### src/pkg/bsg_pkg.sv
// Constants shared by the baseband status group and its event filter.
// Assumes one 125 MHz clock and an active-low asynchronous reset.
//
// Functional notes
// RQ1 - Operation enable mask drives status bit 7.
// RQ2 - Operation enable mask reads back as written.
// RQ3 - Baseband summary drives operation condition bit 10.
// RQ4 - Baseband condition follows live status; read only.
// RQ5 - Condition bit 0 shows baseband active.
// RQ6 - Condition bit 1 shows baseband transferring data.
// RQ7 - Condition bits 2 to 15 read zero.
// RQ8 - Condition query returns bits currently set.
// RQ9 - Per-bit positive and negative transition filters.
// RQ10 - Event bits set on filtered edges, hold.
// RQ11 - Event read returns contents and clears them.
// RQ12 - Baseband enable mask gates the baseband summary.
// RQ13 - Baseband enable mask reads back as written.
// RQ14 - Questionable summary drives status bit 3.
// RQ15 - Summary is OR of event AND enable.
// RQ16 - Operation events latch filtered condition edges.
package bsg_pkg;
    // ==========================================================
    // Register widths and field positions.
    localparam int unsigned REG_W = 16;
    localparam int unsigned BB_ACTIVE_BIT = 0;
    localparam int unsigned BB_XFER_BIT = 1;
    localparam int unsigned OPER_BB_BIT = 10;
    localparam int unsigned OPER_ZERO_BIT = 15;
    localparam int unsigned SEL_W = 4;

    // ==========================================================
    // Reset values of the writable masks.
    localparam logic [15:0] PTR_RST = 16'hFFFF;
    localparam logic [15:0] NTR_RST = 16'h0000;
    localparam logic [15:0] ENA_RST = 16'h0000;
    localparam logic [15:0] ZERO16 = 16'h0000;

    // ==========================================================
    // Register select codes on the command port.
    localparam logic [3:0] SEL_OPER_COND = 4'h0;
    localparam logic [3:0] SEL_OPER_EVT = 4'h1;
    localparam logic [3:0] SEL_OPER_PTR = 4'h2;
    localparam logic [3:0] SEL_OPER_NTR = 4'h3;
    localparam logic [3:0] SEL_OPER_ENA = 4'h4;
    localparam logic [3:0] SEL_BB_COND = 4'h8;
    localparam logic [3:0] SEL_BB_EVT = 4'h9;
    localparam logic [3:0] SEL_BB_PTR = 4'hA;
    localparam logic [3:0] SEL_BB_NTR = 4'hB;
    localparam logic [3:0] SEL_BB_ENA = 4'hC;
endpackage

### src/pkg/bsg_grp_if.sv
// Signals between the top and one event filter group.
// Assumes both ends share the same clock.
`timescale 1ns/1ns
interface bsg_grp_if;
    logic [15:0] cond;
    logic [15:0] wdata;
    logic ptr_we;
    logic ntr_we;
    logic ena_we;
    logic evt_rd;
    logic [15:0] evt;
    logic [15:0] ptr;
    logic [15:0] ntr;
    logic [15:0] ena;
    logic summary;

    modport grp (
        input cond, wdata, ptr_we, ntr_we, ena_we, evt_rd,
        output evt, ptr, ntr, ena, summary
    );
    modport ctl (
        output cond, wdata, ptr_we, ntr_we, ena_we, evt_rd,
        input evt, ptr, ntr, ena, summary
    );
endinterface // bsg_grp_if

### src/hw/bsg_status_top.sv
// Baseband and operation status groups with a register command port.
// Assumes the baseband status pins are asynchronous to the clock and
// the operation condition word comes from logic on the same clock.
`timescale 1ns/1ns
module bsg_status_top (
    input wire logic i_ref_clk,
    input wire logic i_rstn,
    input wire logic i_bb_active,
    input wire logic i_bb_xfer,
    input wire logic [15:0] i_oper_cond,
    input wire logic i_ques_summary,
    input wire logic i_cmd_valid,
    input wire logic i_cmd_write,
    input wire logic [3:0] i_cmd_sel,
    input wire logic [15:0] i_cmd_wdata,
    output logic o_rsp_valid,
    output logic [15:0] o_rsp_data,
    output logic o_stb_oper,
    output logic o_stb_ques,
    output logic o_oper_bb_busy
);
    // ==========================================================
    // Pin synchronisers; a change counts once stages two and three agree.
    function automatic logic settle(input logic [2:0] stages,
        input logic held);
        settle = (stages[1] == stages[2]) ? stages[2] : held;
    endfunction

    logic [2:0] act_sync_r, act_sync_nxt;
    logic act_r, act_nxt;

    always_comb begin
        act_sync_nxt = {act_sync_r[1:0], i_bb_active};
        act_nxt = settle(act_sync_r, act_r); // [RQ5]
    end

    always_ff @(posedge i_ref_clk or negedge i_rstn) begin
        if (!i_rstn) begin
            act_sync_r <= 3'h0;
            act_r <= 1'b0;
        end else begin
            act_sync_r <= act_sync_nxt;
            act_r <= act_nxt;
        end
    end

    // A pin that toggles every clock never settles and keeps its old value.
    logic [2:0] xfr_sync_r, xfr_sync_nxt;
    logic xfr_r, xfr_nxt;

    always_comb begin
        xfr_sync_nxt = {xfr_sync_r[1:0], i_bb_xfer};
        xfr_nxt = settle(xfr_sync_r, xfr_r); // [RQ6]
    end

    always_ff @(posedge i_ref_clk or negedge i_rstn) begin
        if (!i_rstn) begin
            xfr_sync_r <= 3'h0;
            xfr_r <= 1'b0;
        end else begin
            xfr_sync_r <= xfr_sync_nxt;
            xfr_r <= xfr_nxt;
        end
    end

    // ==========================================================
    // Condition words.
    bsg_grp_if bb_g ();
    bsg_grp_if op_g ();
    logic [15:0] bb_cond;
    logic [15:0] op_cond;

    always_comb begin
        bb_cond = bsg_pkg::ZERO16; // [RQ7]
        bb_cond[bsg_pkg::BB_ACTIVE_BIT] = act_r; // [RQ4] [RQ5]
        bb_cond[bsg_pkg::BB_XFER_BIT] = xfr_r; // [RQ4] [RQ6]
    end

    // The baseband summary re-enters as operation bit 10, so its edges
    // pass the operation filters like any other condition bit.
    always_comb begin
        op_cond = i_oper_cond;
        op_cond[bsg_pkg::OPER_BB_BIT] = bb_g.summary; // [RQ3]
        op_cond[bsg_pkg::OPER_ZERO_BIT] = 1'b0;
    end

    // ==========================================================
    // Command decode into group strobes.
    function automatic logic hit(input logic [3:0] sel,
        input logic [3:0] code);
        hit = (sel == code);
    endfunction

    logic wr;
    logic rd;
    assign wr = i_cmd_valid && i_cmd_write;
    assign rd = i_cmd_valid && !i_cmd_write;

    logic bb_ptr_we;
    logic bb_ntr_we;
    logic bb_ena_we;
    logic bb_evt_rd;
    logic op_ptr_we;
    logic op_ntr_we;
    logic op_ena_we;
    logic op_evt_rd;

    // A strobe needs the right direction, so a write never clears events.
    always_comb begin
        bb_ptr_we = 1'b0;
        bb_ntr_we = 1'b0;
        bb_ena_we = 1'b0;
        bb_evt_rd = 1'b0;
        op_ptr_we = 1'b0;
        op_ntr_we = 1'b0;
        op_ena_we = 1'b0;
        op_evt_rd = 1'b0;
        if (hit(i_cmd_sel, bsg_pkg::SEL_BB_PTR)) begin
            bb_ptr_we = wr; // [RQ9]
        end else if (hit(i_cmd_sel, bsg_pkg::SEL_BB_NTR)) begin
            bb_ntr_we = wr; // [RQ9]
        end else if (hit(i_cmd_sel, bsg_pkg::SEL_BB_ENA)) begin
            bb_ena_we = wr; // [RQ12]
        end else if (hit(i_cmd_sel, bsg_pkg::SEL_BB_EVT)) begin
            bb_evt_rd = rd; // [RQ11]
        end else if (hit(i_cmd_sel, bsg_pkg::SEL_OPER_PTR)) begin
            op_ptr_we = wr; // [RQ16]
        end else if (hit(i_cmd_sel, bsg_pkg::SEL_OPER_NTR)) begin
            op_ntr_we = wr; // [RQ16]
        end else if (hit(i_cmd_sel, bsg_pkg::SEL_OPER_ENA)) begin
            op_ena_we = wr; // [RQ1]
        end else if (hit(i_cmd_sel, bsg_pkg::SEL_OPER_EVT)) begin
            op_evt_rd = rd; // [RQ11]
        end
    end

    // Writes to condition or event selects are dropped silently.
    assign bb_g.cond = bb_cond;
    assign bb_g.wdata = i_cmd_wdata;
    assign bb_g.ptr_we = bb_ptr_we;
    assign bb_g.ntr_we = bb_ntr_we;
    assign bb_g.ena_we = bb_ena_we;
    assign bb_g.evt_rd = bb_evt_rd;
    assign op_g.cond = op_cond;
    assign op_g.wdata = i_cmd_wdata;
    assign op_g.ptr_we = op_ptr_we;
    assign op_g.ntr_we = op_ntr_we;
    assign op_g.ena_we = op_ena_we;
    assign op_g.evt_rd = op_evt_rd;

    // ==========================================================
    // Group instances; both use one event logic design.
    bsg_event_group u_bb (
        .i_ref_clk(i_ref_clk),
        .i_rstn(i_rstn),
        .g(bb_g)
    );

    bsg_event_group u_op (
        .i_ref_clk(i_ref_clk),
        .i_rstn(i_rstn),
        .g(op_g)
    );

    // ==========================================================
    // Read response, one cycle after the command.
    // Writes answer too, with zero data, so a host can pace one command
    // per answer without tracking which kind it sent.
    logic rsp_valid_r, rsp_valid_nxt;
    logic [15:0] rsp_data_r, rsp_data_nxt;

    always_comb begin
        rsp_valid_nxt = i_cmd_valid;
        rsp_data_nxt = bsg_pkg::ZERO16;
        // Unmapped selects answer zero rather than a stale word.
        if (rd) begin
            if (i_cmd_sel == bsg_pkg::SEL_BB_COND) begin
                rsp_data_nxt = bb_cond; // [RQ8]
            end else if (i_cmd_sel == bsg_pkg::SEL_BB_EVT) begin
                rsp_data_nxt = bb_g.evt; // [RQ11]
            end else if (i_cmd_sel == bsg_pkg::SEL_BB_PTR) begin
                rsp_data_nxt = bb_g.ptr;
            end else if (i_cmd_sel == bsg_pkg::SEL_BB_NTR) begin
                rsp_data_nxt = bb_g.ntr;
            end else if (i_cmd_sel == bsg_pkg::SEL_BB_ENA) begin
                rsp_data_nxt = bb_g.ena; // [RQ13]
            end else if (i_cmd_sel == bsg_pkg::SEL_OPER_COND) begin
                rsp_data_nxt = op_cond;
            end else if (i_cmd_sel == bsg_pkg::SEL_OPER_EVT) begin
                rsp_data_nxt = op_g.evt; // [RQ11]
            end else if (i_cmd_sel == bsg_pkg::SEL_OPER_PTR) begin
                rsp_data_nxt = op_g.ptr;
            end else if (i_cmd_sel == bsg_pkg::SEL_OPER_NTR) begin
                rsp_data_nxt = op_g.ntr;
            end else if (i_cmd_sel == bsg_pkg::SEL_OPER_ENA) begin
                rsp_data_nxt = op_g.ena; // [RQ2]
            end
        end
    end

    always_ff @(posedge i_ref_clk or negedge i_rstn) begin
        if (!i_rstn) begin
            rsp_valid_r <= 1'b0;
            rsp_data_r <= bsg_pkg::ZERO16;
        end else begin
            rsp_valid_r <= rsp_valid_nxt;
            rsp_data_r <= rsp_data_nxt;
        end
    end

    // ==========================================================
    // Status outputs.
    assign o_rsp_valid = rsp_valid_r;
    assign o_rsp_data = rsp_data_r;

    // Summaries stay combinational so a cleared event drops them at once.
    // The questionable summary is built outside and only passes through.
    assign o_stb_oper = op_g.summary; // [RQ1]
    assign o_stb_ques = i_ques_summary; // [RQ14]
    assign o_oper_bb_busy = bb_g.summary; // [RQ3]
endmodule // bsg_status_top

### src/hw/bsg_event_group.sv
// Transition filters, event register and enable mask of one group.
// Assumes the condition word is already in the local clock domain.
`timescale 1ns/1ns
module bsg_event_group (
    input wire logic i_ref_clk,
    input wire logic i_rstn,
    bsg_grp_if.grp g
);
    // ==========================================================
    // Registers.
    logic [15:0] prev_r, prev_nxt;
    logic [15:0] evt_r, evt_nxt;
    logic [15:0] ptr_r, ptr_nxt;
    logic [15:0] ntr_r, ntr_nxt;
    logic [15:0] ena_r, ena_nxt;
    logic [15:0] rise, fall;

    always_comb begin
        rise = g.cond & ~prev_r & ptr_r; // [RQ9]
        fall = ~g.cond & prev_r & ntr_r; // [RQ9]
        prev_nxt = g.cond;
        // A read clears, but an edge in the same cycle survives.
        evt_nxt = g.evt_rd ? bsg_pkg::ZERO16 : evt_r; // [RQ11]
        evt_nxt = evt_nxt | rise | fall; // [RQ10] [RQ16]
        ptr_nxt = g.ptr_we ? g.wdata : ptr_r;
        ntr_nxt = g.ntr_we ? g.wdata : ntr_r;
        ena_nxt = g.ena_we ? g.wdata : ena_r; // [RQ2] [RQ13]
    end

    always_ff @(posedge i_ref_clk or negedge i_rstn) begin
        if (!i_rstn) begin
            prev_r <= bsg_pkg::ZERO16;
            evt_r <= bsg_pkg::ZERO16;
            ptr_r <= bsg_pkg::PTR_RST;
            ntr_r <= bsg_pkg::NTR_RST;
            ena_r <= bsg_pkg::ENA_RST;
        end else begin
            prev_r <= prev_nxt;
            evt_r <= evt_nxt;
            ptr_r <= ptr_nxt;
            ntr_r <= ntr_nxt;
            ena_r <= ena_nxt;
        end
    end

    assign g.evt = evt_r;
    assign g.ptr = ptr_r;
    assign g.ntr = ntr_r;
    assign g.ena = ena_r;
    assign g.summary = |(evt_r & ena_r); // [RQ15] [RQ1] [RQ12]
endmodule // bsg_event_group

### config.mk
export PLATFORM = sky130hd
export DESIGN_NAME = bsg_status_top
export DESIGN_NICKNAME = d
export VERILOG_FILES = /design/src/pkg/bsg_pkg.sv /design/src/pkg/bsg_grp_if.sv /design/src/hw/bsg_status_top.sv /design/src/hw/bsg_event_group.sv
export SDC_FILE = /design/constraint.sdc
export NUM_CORES = 1
export LEC_CHECK = 0
export ABC_CLOCK_PERIOD_IN_PS = 3000
export BUFFER_PORTS_ARGS = -buffer_cell sky130_fd_sc_hd__buf_2
export CORE_UTILIZATION = 64
export CTS_CLUSTER_DIAMETER = 150
export DETAILED_ROUTE_END_ITERATION = 10
export PLACE_DENSITY = 0.83
export SYNTH_ARGS = -nofsm -noshare
export SYNTH_HDL_FRONTEND = slang
export SYNTH_SLANG_ARGS = --single-unit
export TNS_END_PERCENT = 100
### constraint.sdc
create_clock -name i_ref_clk -period 3 [get_ports i_ref_clk]
set_input_delay 0.15 -clock i_ref_clk [delete_from_list [all_inputs] [get_ports i_ref_clk]]
set_output_delay 0.15 -clock i_ref_clk [all_outputs]
set_load 0.01 [all_outputs]
### Word level (Yosys, flattened, before mapping)

Index checks and enable logic that the tools add are counted.

* equal/unequal tests: 11
* bitwise logic cells: 18
* add/sub/neg operators: 0
* div/mod/pow operators: 0
* magnitude comparators: 0
* shift operators: 0
* multipliers: 0
* muxes and demuxes: 49
* reduce and logical (&&, ||, !) cells: 6

Operators by type and width (number)
* 16-bit two-way mux: 13
* 16-bit bitwise AND: 6
* 16-bit OR: 4
* 1-bit two-way mux: 36
* 15-bit inverter with 16-bit output: 2
* 2-bit inverter with 16-bit output: 2
* 16-bit OR reduction: 2
* 4-bit == test, second input constant: 5
* 15-bit by 16-bit bitwise AND with 16-bit output: 1
* 16-bit by 15-bit bitwise AND with 16-bit output: 1
* 16-bit by 2-bit bitwise AND with 16-bit output: 1
* 2-bit by 16-bit bitwise AND with 16-bit output: 1
* 4-bit by 2-bit == test with 1-bit output, second input constant: 2
* 4-bit by 1-bit == test with 1-bit output, second input constant: 1
* 4-bit by 3-bit == test with 1-bit output, second input constant: 1
* 4-bit zero test: 1
* 1-bit == test: 2
* 1-bit logical AND: 2
* 1-bit zero test: 1

* flip-flop bits (word level): 170
* word-level logic and storage cells: 100
* bits of input ports: 43
* latch bits: 0
* memories: 0
* output and inout bits: 20
* ROM bits: 0
* memory bits (writable): 0

### Longest topological paths before layout

* word-level depth: 13
* gate-level depth with buffers: 7

### Cells and area by module

Synthesis repeated with hierarchy kept, for this count alone.

* cell total of the unflattened synthesis: 702
* area, all modules: 8899.8 um^2

Modules (own cells, without submodules)
* bsg_event_group: instances 2, cells each 209, area an instance 3250.6 um^2
* bsg_status_top: instances 1, cells each 284, area an instance 2398.6 um^2

### Worst setup path before layout

No wires, ideal clock.

* path kind: input -> register
* start: in i_cmd_sel[0]
* end: reg u_op.ena_r[10], in the netlist u_op.g.ena[10]
* arrival: 1.503 ns
* library setup time: 0.125 ns
* path slack: 1.372 ns
* path buffers: 2
* cell stages on the path: 5
* path through: buf_4 or3b_4 nor3_4 buf_6 mux2_2

* word-level cells in the longest chain between the ends: 8
* elaborated cells between the ends (all ways): 14

Ends and longest elaborated chain
* start: declaration: line bsg_status_top.sv:14 `input wire logic [3:0] i_cmd_sel,`
* 4-bit by 3-bit == test with 1-bit output: line bsg_status_top.sv:91 `hit = (sel == code);`
* 1-bit two-way mux: line bsg_status_top.sv:130 `end else if (hit(i_cmd_sel, bsg_pkg::SEL_OPER_ENA)) begin`
* 1-bit two-way mux: line bsg_status_top.sv:128 `end else if (hit(i_cmd_sel, bsg_pkg::SEL_OPER_NTR)) begin`
* 1-bit two-way mux: line bsg_status_top.sv:126 `end else if (hit(i_cmd_sel, bsg_pkg::SEL_OPER_PTR)) begin`
* 1-bit two-way mux: line bsg_status_top.sv:124 `end else if (hit(i_cmd_sel, bsg_pkg::SEL_BB_EVT)) begin`
* 1-bit two-way mux: line bsg_status_top.sv:122 `end else if (hit(i_cmd_sel, bsg_pkg::SEL_BB_ENA)) begin`
* 1-bit two-way mux: line bsg_status_top.sv:120 `end else if (hit(i_cmd_sel, bsg_pkg::SEL_BB_NTR)) begin`
* 1-bit two-way mux *: line bsg_status_top.sv:118 `if (hit(i_cmd_sel, bsg_pkg::SEL_BB_PTR)) begin`
* end signal: assignment: line bsg_event_group.sv:36 `ena_r <= bsg_pkg::ENA_RST;`
* end signal: assignment: line bsg_event_group.sv:42 `ena_r <= ena_nxt;`
* end: declaration: line bsg_event_group.sv:15 `logic [15:0] ena_r, ena_nxt;`

Mark *: on every way between the ends. The rest lies on a longest branch, timed or not.
A chain may end at the register's enable or synchronous reset.

### Worst setup path in the final report

* start: reg u_op.ena_r[2], in the netlist u_op.g.ena[2]
* end: out o_stb_oper

* word-level cells in the longest chain between the ends: 2

Ends and longest elaborated chain
* 16-bit bitwise AND: line bsg_event_group.sv:50 `assign g.summary = |(evt_r & ena_r);`
* 16-bit OR reduction: line bsg_event_group.sv:50
* end: declaration: line bsg_status_top.sv:18 `output logic o_stb_oper,`

No other way between the ends.

==> metrics.md <==
| Metric | Value |
|---|---|
| # clock sinks | 155 |
| Die Height | 107.5 µm |
| Largest net degree at the start of global routing | 70 |
| WL final | 17770 µm |
| DRC violation count after routing | 0 |
| H-tree Lvls | 4 |
| Placed Cells | 767 |
| Via Count | 5385 |
| Worst Clk Skew | 6.656 ps |
| Slew @ Worst Pin | just under 1000 ps |
| Inserted Clock Buffers | 17 |
| Antenna-violating nets left | 0 |
| Rows | 38 |
| Post-synth ARST share | 100.0% |
| Routed WL per cell | 21.33 µm |
| Crit start category | flop |
| # fillers | 644 |
| Tmin final | 2004 ps |
| Vias per inst | between 6 and 7 |
| Die X | 107.5 µm |
| Dpl hpwl | 11290 µm |
| Sequential area share after synthesis | a little over half |
| Synth Register Bits | 155 |
| CP endpoint kind | output port |
| Leak pwr | roughly 3.8 nW |
| Total die area | around 0.012 mm² |
| Vias in the first global route | 5378 |
| MaxCap Viol Count | 0 |
| Clock insertion delay at the later pin of the skew report | around 540 ps |
| GR Overflow Total | 0 |
| Average cell area after synthesis | 12.24 µm² |
| Post-Place Worst Slack | 812.3 ps |
| Overall routing resource usage | roughly a third |
| F_max | 499.0 MHz |
| CTS hold repair buffers | 34 |
| Ys Warns | 0 |
| Routability-driven placement congestion ratio | 0.8582 |
| Longest Clk Path Bufs | 2 |
| Setup TNS | 0 ps |
| Mapped Nets | roughly 630 |
| Iter 0 DRT Violations | 456 |
| EDFF count, synth | 0 |
| Initial antenna violation count | 0 |
| Primary FF master, synth | dfrtp_1 |
| Layout Area Growth over Synthesis | 20.11% |
| CP required | 2850 ps |
| WP data arrival | 1850 ps |
| Core Region | around 0.011 mm² |
| TritonCTS clock tree | yes |
| Final worst slack | 995.9 ps |
| Mapped cell area | 0.007126 mm² |
| Outcome | complete, no violations |
| Nets | a little over 700 |
| Pins Over Slew Limit | 0 |
| Gate count of the mapped netlist | 582 |
| Finished Layout Cells | around 830 |
| First-pass GRT wire length | 28250 µm |
| WS Path Type | reg -> out |
| Pwr dens | 671.9 mW/mm² |
| # IOs | 63 |
| Max-slew headroom | 33.77% |
| Distinct cells, synth | 60 |
| Hold Path Class | in -> reg |
| Diode count | 0 |
| Layout cells sized above 1 | 37.09% |
| Starting Density | about two thirds |
| Final Setup Violations | 0 |
| Final-report hold violation count | 0 |
| Peak supply drop | 0.5480 mV |
| CP max FO | 3 |
| Fin crit share | 66.80% |
| Root Driver | clkbuf_8 |
| Port bufs | between 50 and 60 |
| Post-CTS sizing | 0 |
| Drt pass-1 iters | 5 |
| Worst-path clk slew | ~60 ps |
| Setup repair bufs after CTS | 0 |
| RSZ-0062 raised after global routing | no |
worst paths after layout:
path	end	startpoint	depth (start not counted)	slack, ps
setup / recovery	o_stb_oper	u_op.g.ena[2]$_DFFE_PN0P_	4	1000
hold / removal	o_rsp_data[0]$_DFF_PN0_	i_cmd_write	5	70
setup reg to reg	o_rsp_data[10]$_DFF_PN0_	u_bb.g.ena[1]$_DFFE_PN0P_	4	1520
hold reg to reg	act_sync_r[1]$_DFF_PN0_	act_sync_r[0]$_DFF_PN0_	0	350
max in group asynchronous	u_op.g.ptr[12]$_DFFE_PN1P_	i_rstn	3	2040
min in group asynchronous	xfr_sync_r[1]$_DFF_PN0_	i_rstn	2	110
through the flow:
step	utilization (%)	hold WS [ps]	area, µm²	power [mW]
4_1_cts	78.95	46.00	8558	5.767
2_1_floorplan	-	-145.6	7126	3.213
5_1_grt	78.95	65.06	8558	5.983
3_5_place_dp	70.13	127.2	7602	3.513
3_3_place_gp	70.13	109.1	7602	3.445
6_report	78.95	66.16	8558	5.751
cells by family (layout without fill, tap and decap cells):
group	after synthesis	in the layout	synth area share (%)
muxes	115	115	17.96
AOI/OAI and AO/OA	147	147	13.91
and+or+nand+nor	121	121	9.658
DFF	155	155	55.00
adders and majority gates	2	2	0.2810
buffers and inverters	42	153	3.196
sequential cells by signal, summed over array words and instances (netlist names):
name	cells
act_r	1
act_sync_r	3
o_rsp_data	16
o_rsp_valid	1
u_bb.g.ena	16
u_bb.g.evt	2
u_bb.g.ntr	16
u_bb.g.ptr	16
u_bb.prev_r	2
u_op.g.ena	16
u_op.g.evt	15
u_op.g.ntr	16
u_op.g.ptr	16
u_op.prev_r	15
xfr_r	1
xfr_sync_r	3
synthesized netlist by cell type, types with 2 or more instances:
| library cell | number | area (µm²) |
|---|---|---|
| dfrtp_1 | 123 | 3078 |
| mux2_2 | 97 | 1092 |
| nand2_1 | 41 | 153.9 |
| dfstp_2 | 32 | 840.8 |
| a21oi_1 | 29 | 145.1 |
| o21ai_0 | 26 | 130.1 |
| o22ai_1 | 20 | 125.1 |
| a21o_1 | 14 | 105.1 |
| buf_2 | 14 | 70.07 |
| nor2_1 | 13 | 48.80 |
| and3_1 | 12 | 75.07 |
| mux2i_1 | 12 | 120.1 |
| nor3_1 | 11 | 55.05 |
| buf_4 | 10 | 75.07 |
| a221oi_1 | 9 | 78.83 |
| clkbuf_1 | 9 | 33.78 |
| a211oi_1 | 8 | 60.06 |
| a22oi_1 | 7 | 52.55 |
| mux2_1 | 6 | 67.56 |
| nand3b_1 | 6 | 45.04 |
| o221ai_1 | 6 | 52.55 |
| inv_1 | 5 | 18.77 |
| nor2b_1 | 5 | 31.28 |
| or3b_1 | 5 | 43.79 |
| nand2b_1 | 4 | 25.02 |
| o21bai_1 | 4 | 30.03 |
| a31o_1 | 3 | 26.28 |
| a31o_2 | 3 | 26.28 |
| and3b_1 | 3 | 26.28 |
| o2bb2ai_1 | 3 | 26.28 |
| or3b_2 | 3 | 26.28 |
| a22o_1 | 2 | 17.52 |
| buf_6 | 2 | 22.52 |
| maj3_1 | 2 | 20.02 |
| nand2_2 | 2 | 12.51 |
| nand3_1 | 2 | 10.01 |
| nand4_1 | 2 | 12.51 |
| nor2_2 | 2 | 12.51 |
| nor3b_1 | 2 | 15.01 |
| o211ai_1 | 2 | 15.01 |
| o32ai_1 | 2 | 17.52 |
power by group:
part           switching (mW)  leakage [nW]  total [mW]  internal, mW
registers               0.238          1.84        2.72          2.49
clock network           0.827         0.293        2.22          1.39
logic                   0.385          1.66       0.812         0.427
per-layer routing:
| metal | global-route usage, % | routed length (µm) |
|---|---|---|
| met5 | 0 | 0 |
| met4 | 16.05 | 614 |
| met3 | 7.446 | 1128 |
| met2 | 53.02 | 8744 |
| met1 | 43.69 | 7284 |
cell type report:
| type | instances | area (µm²) | share of cell area (%) |
|---|---|---|---|
| Sequential cell | 155 | 3919 | 45.79 |
| Tap cell | 140 | 175.2 | 2.047 |
| Inverter | 6 | 22.52 | 0.2632 |
| Multi-Input combinational cell | 385 | 2979 | 34.81 |
| Clock inverter | 12 | 170.2 | 1.988 |
| Clock buffer | 20 | 445.4 | 5.205 |
| Timing Repair Buffer | 115 | 847.1 | 9.898 |
critical path, stage by stage (launching register included):
cell and delay (ps):
dfrtp_1 400, a222oi_1 340, and3_1 260, nand4_1 140, buf_2 170
cell usage in the layout (no fill, tap or decap), drive strengths merged, types with 8 or more instances in the layout:
| cell type | count |
|---|---|
| dfrtp | 123 |
| mux2 | 103 |
| buf | 81 |
| nand2 | 43 |
| dlygate4sd3 | 34 |
| dfstp | 32 |
| a21oi | 29 |
| o21ai | 26 |
| o22ai | 20 |
| clkbuf | 20 |
| nor2 | 15 |
| a21o | 14 |
| mux2i | 12 |
| and3 | 12 |
| nor3 | 12 |
| a221oi | 9 |
| or3b | 9 |
| a211oi | 8 |
No activity file was read; power rests on OpenSTA's default activity.
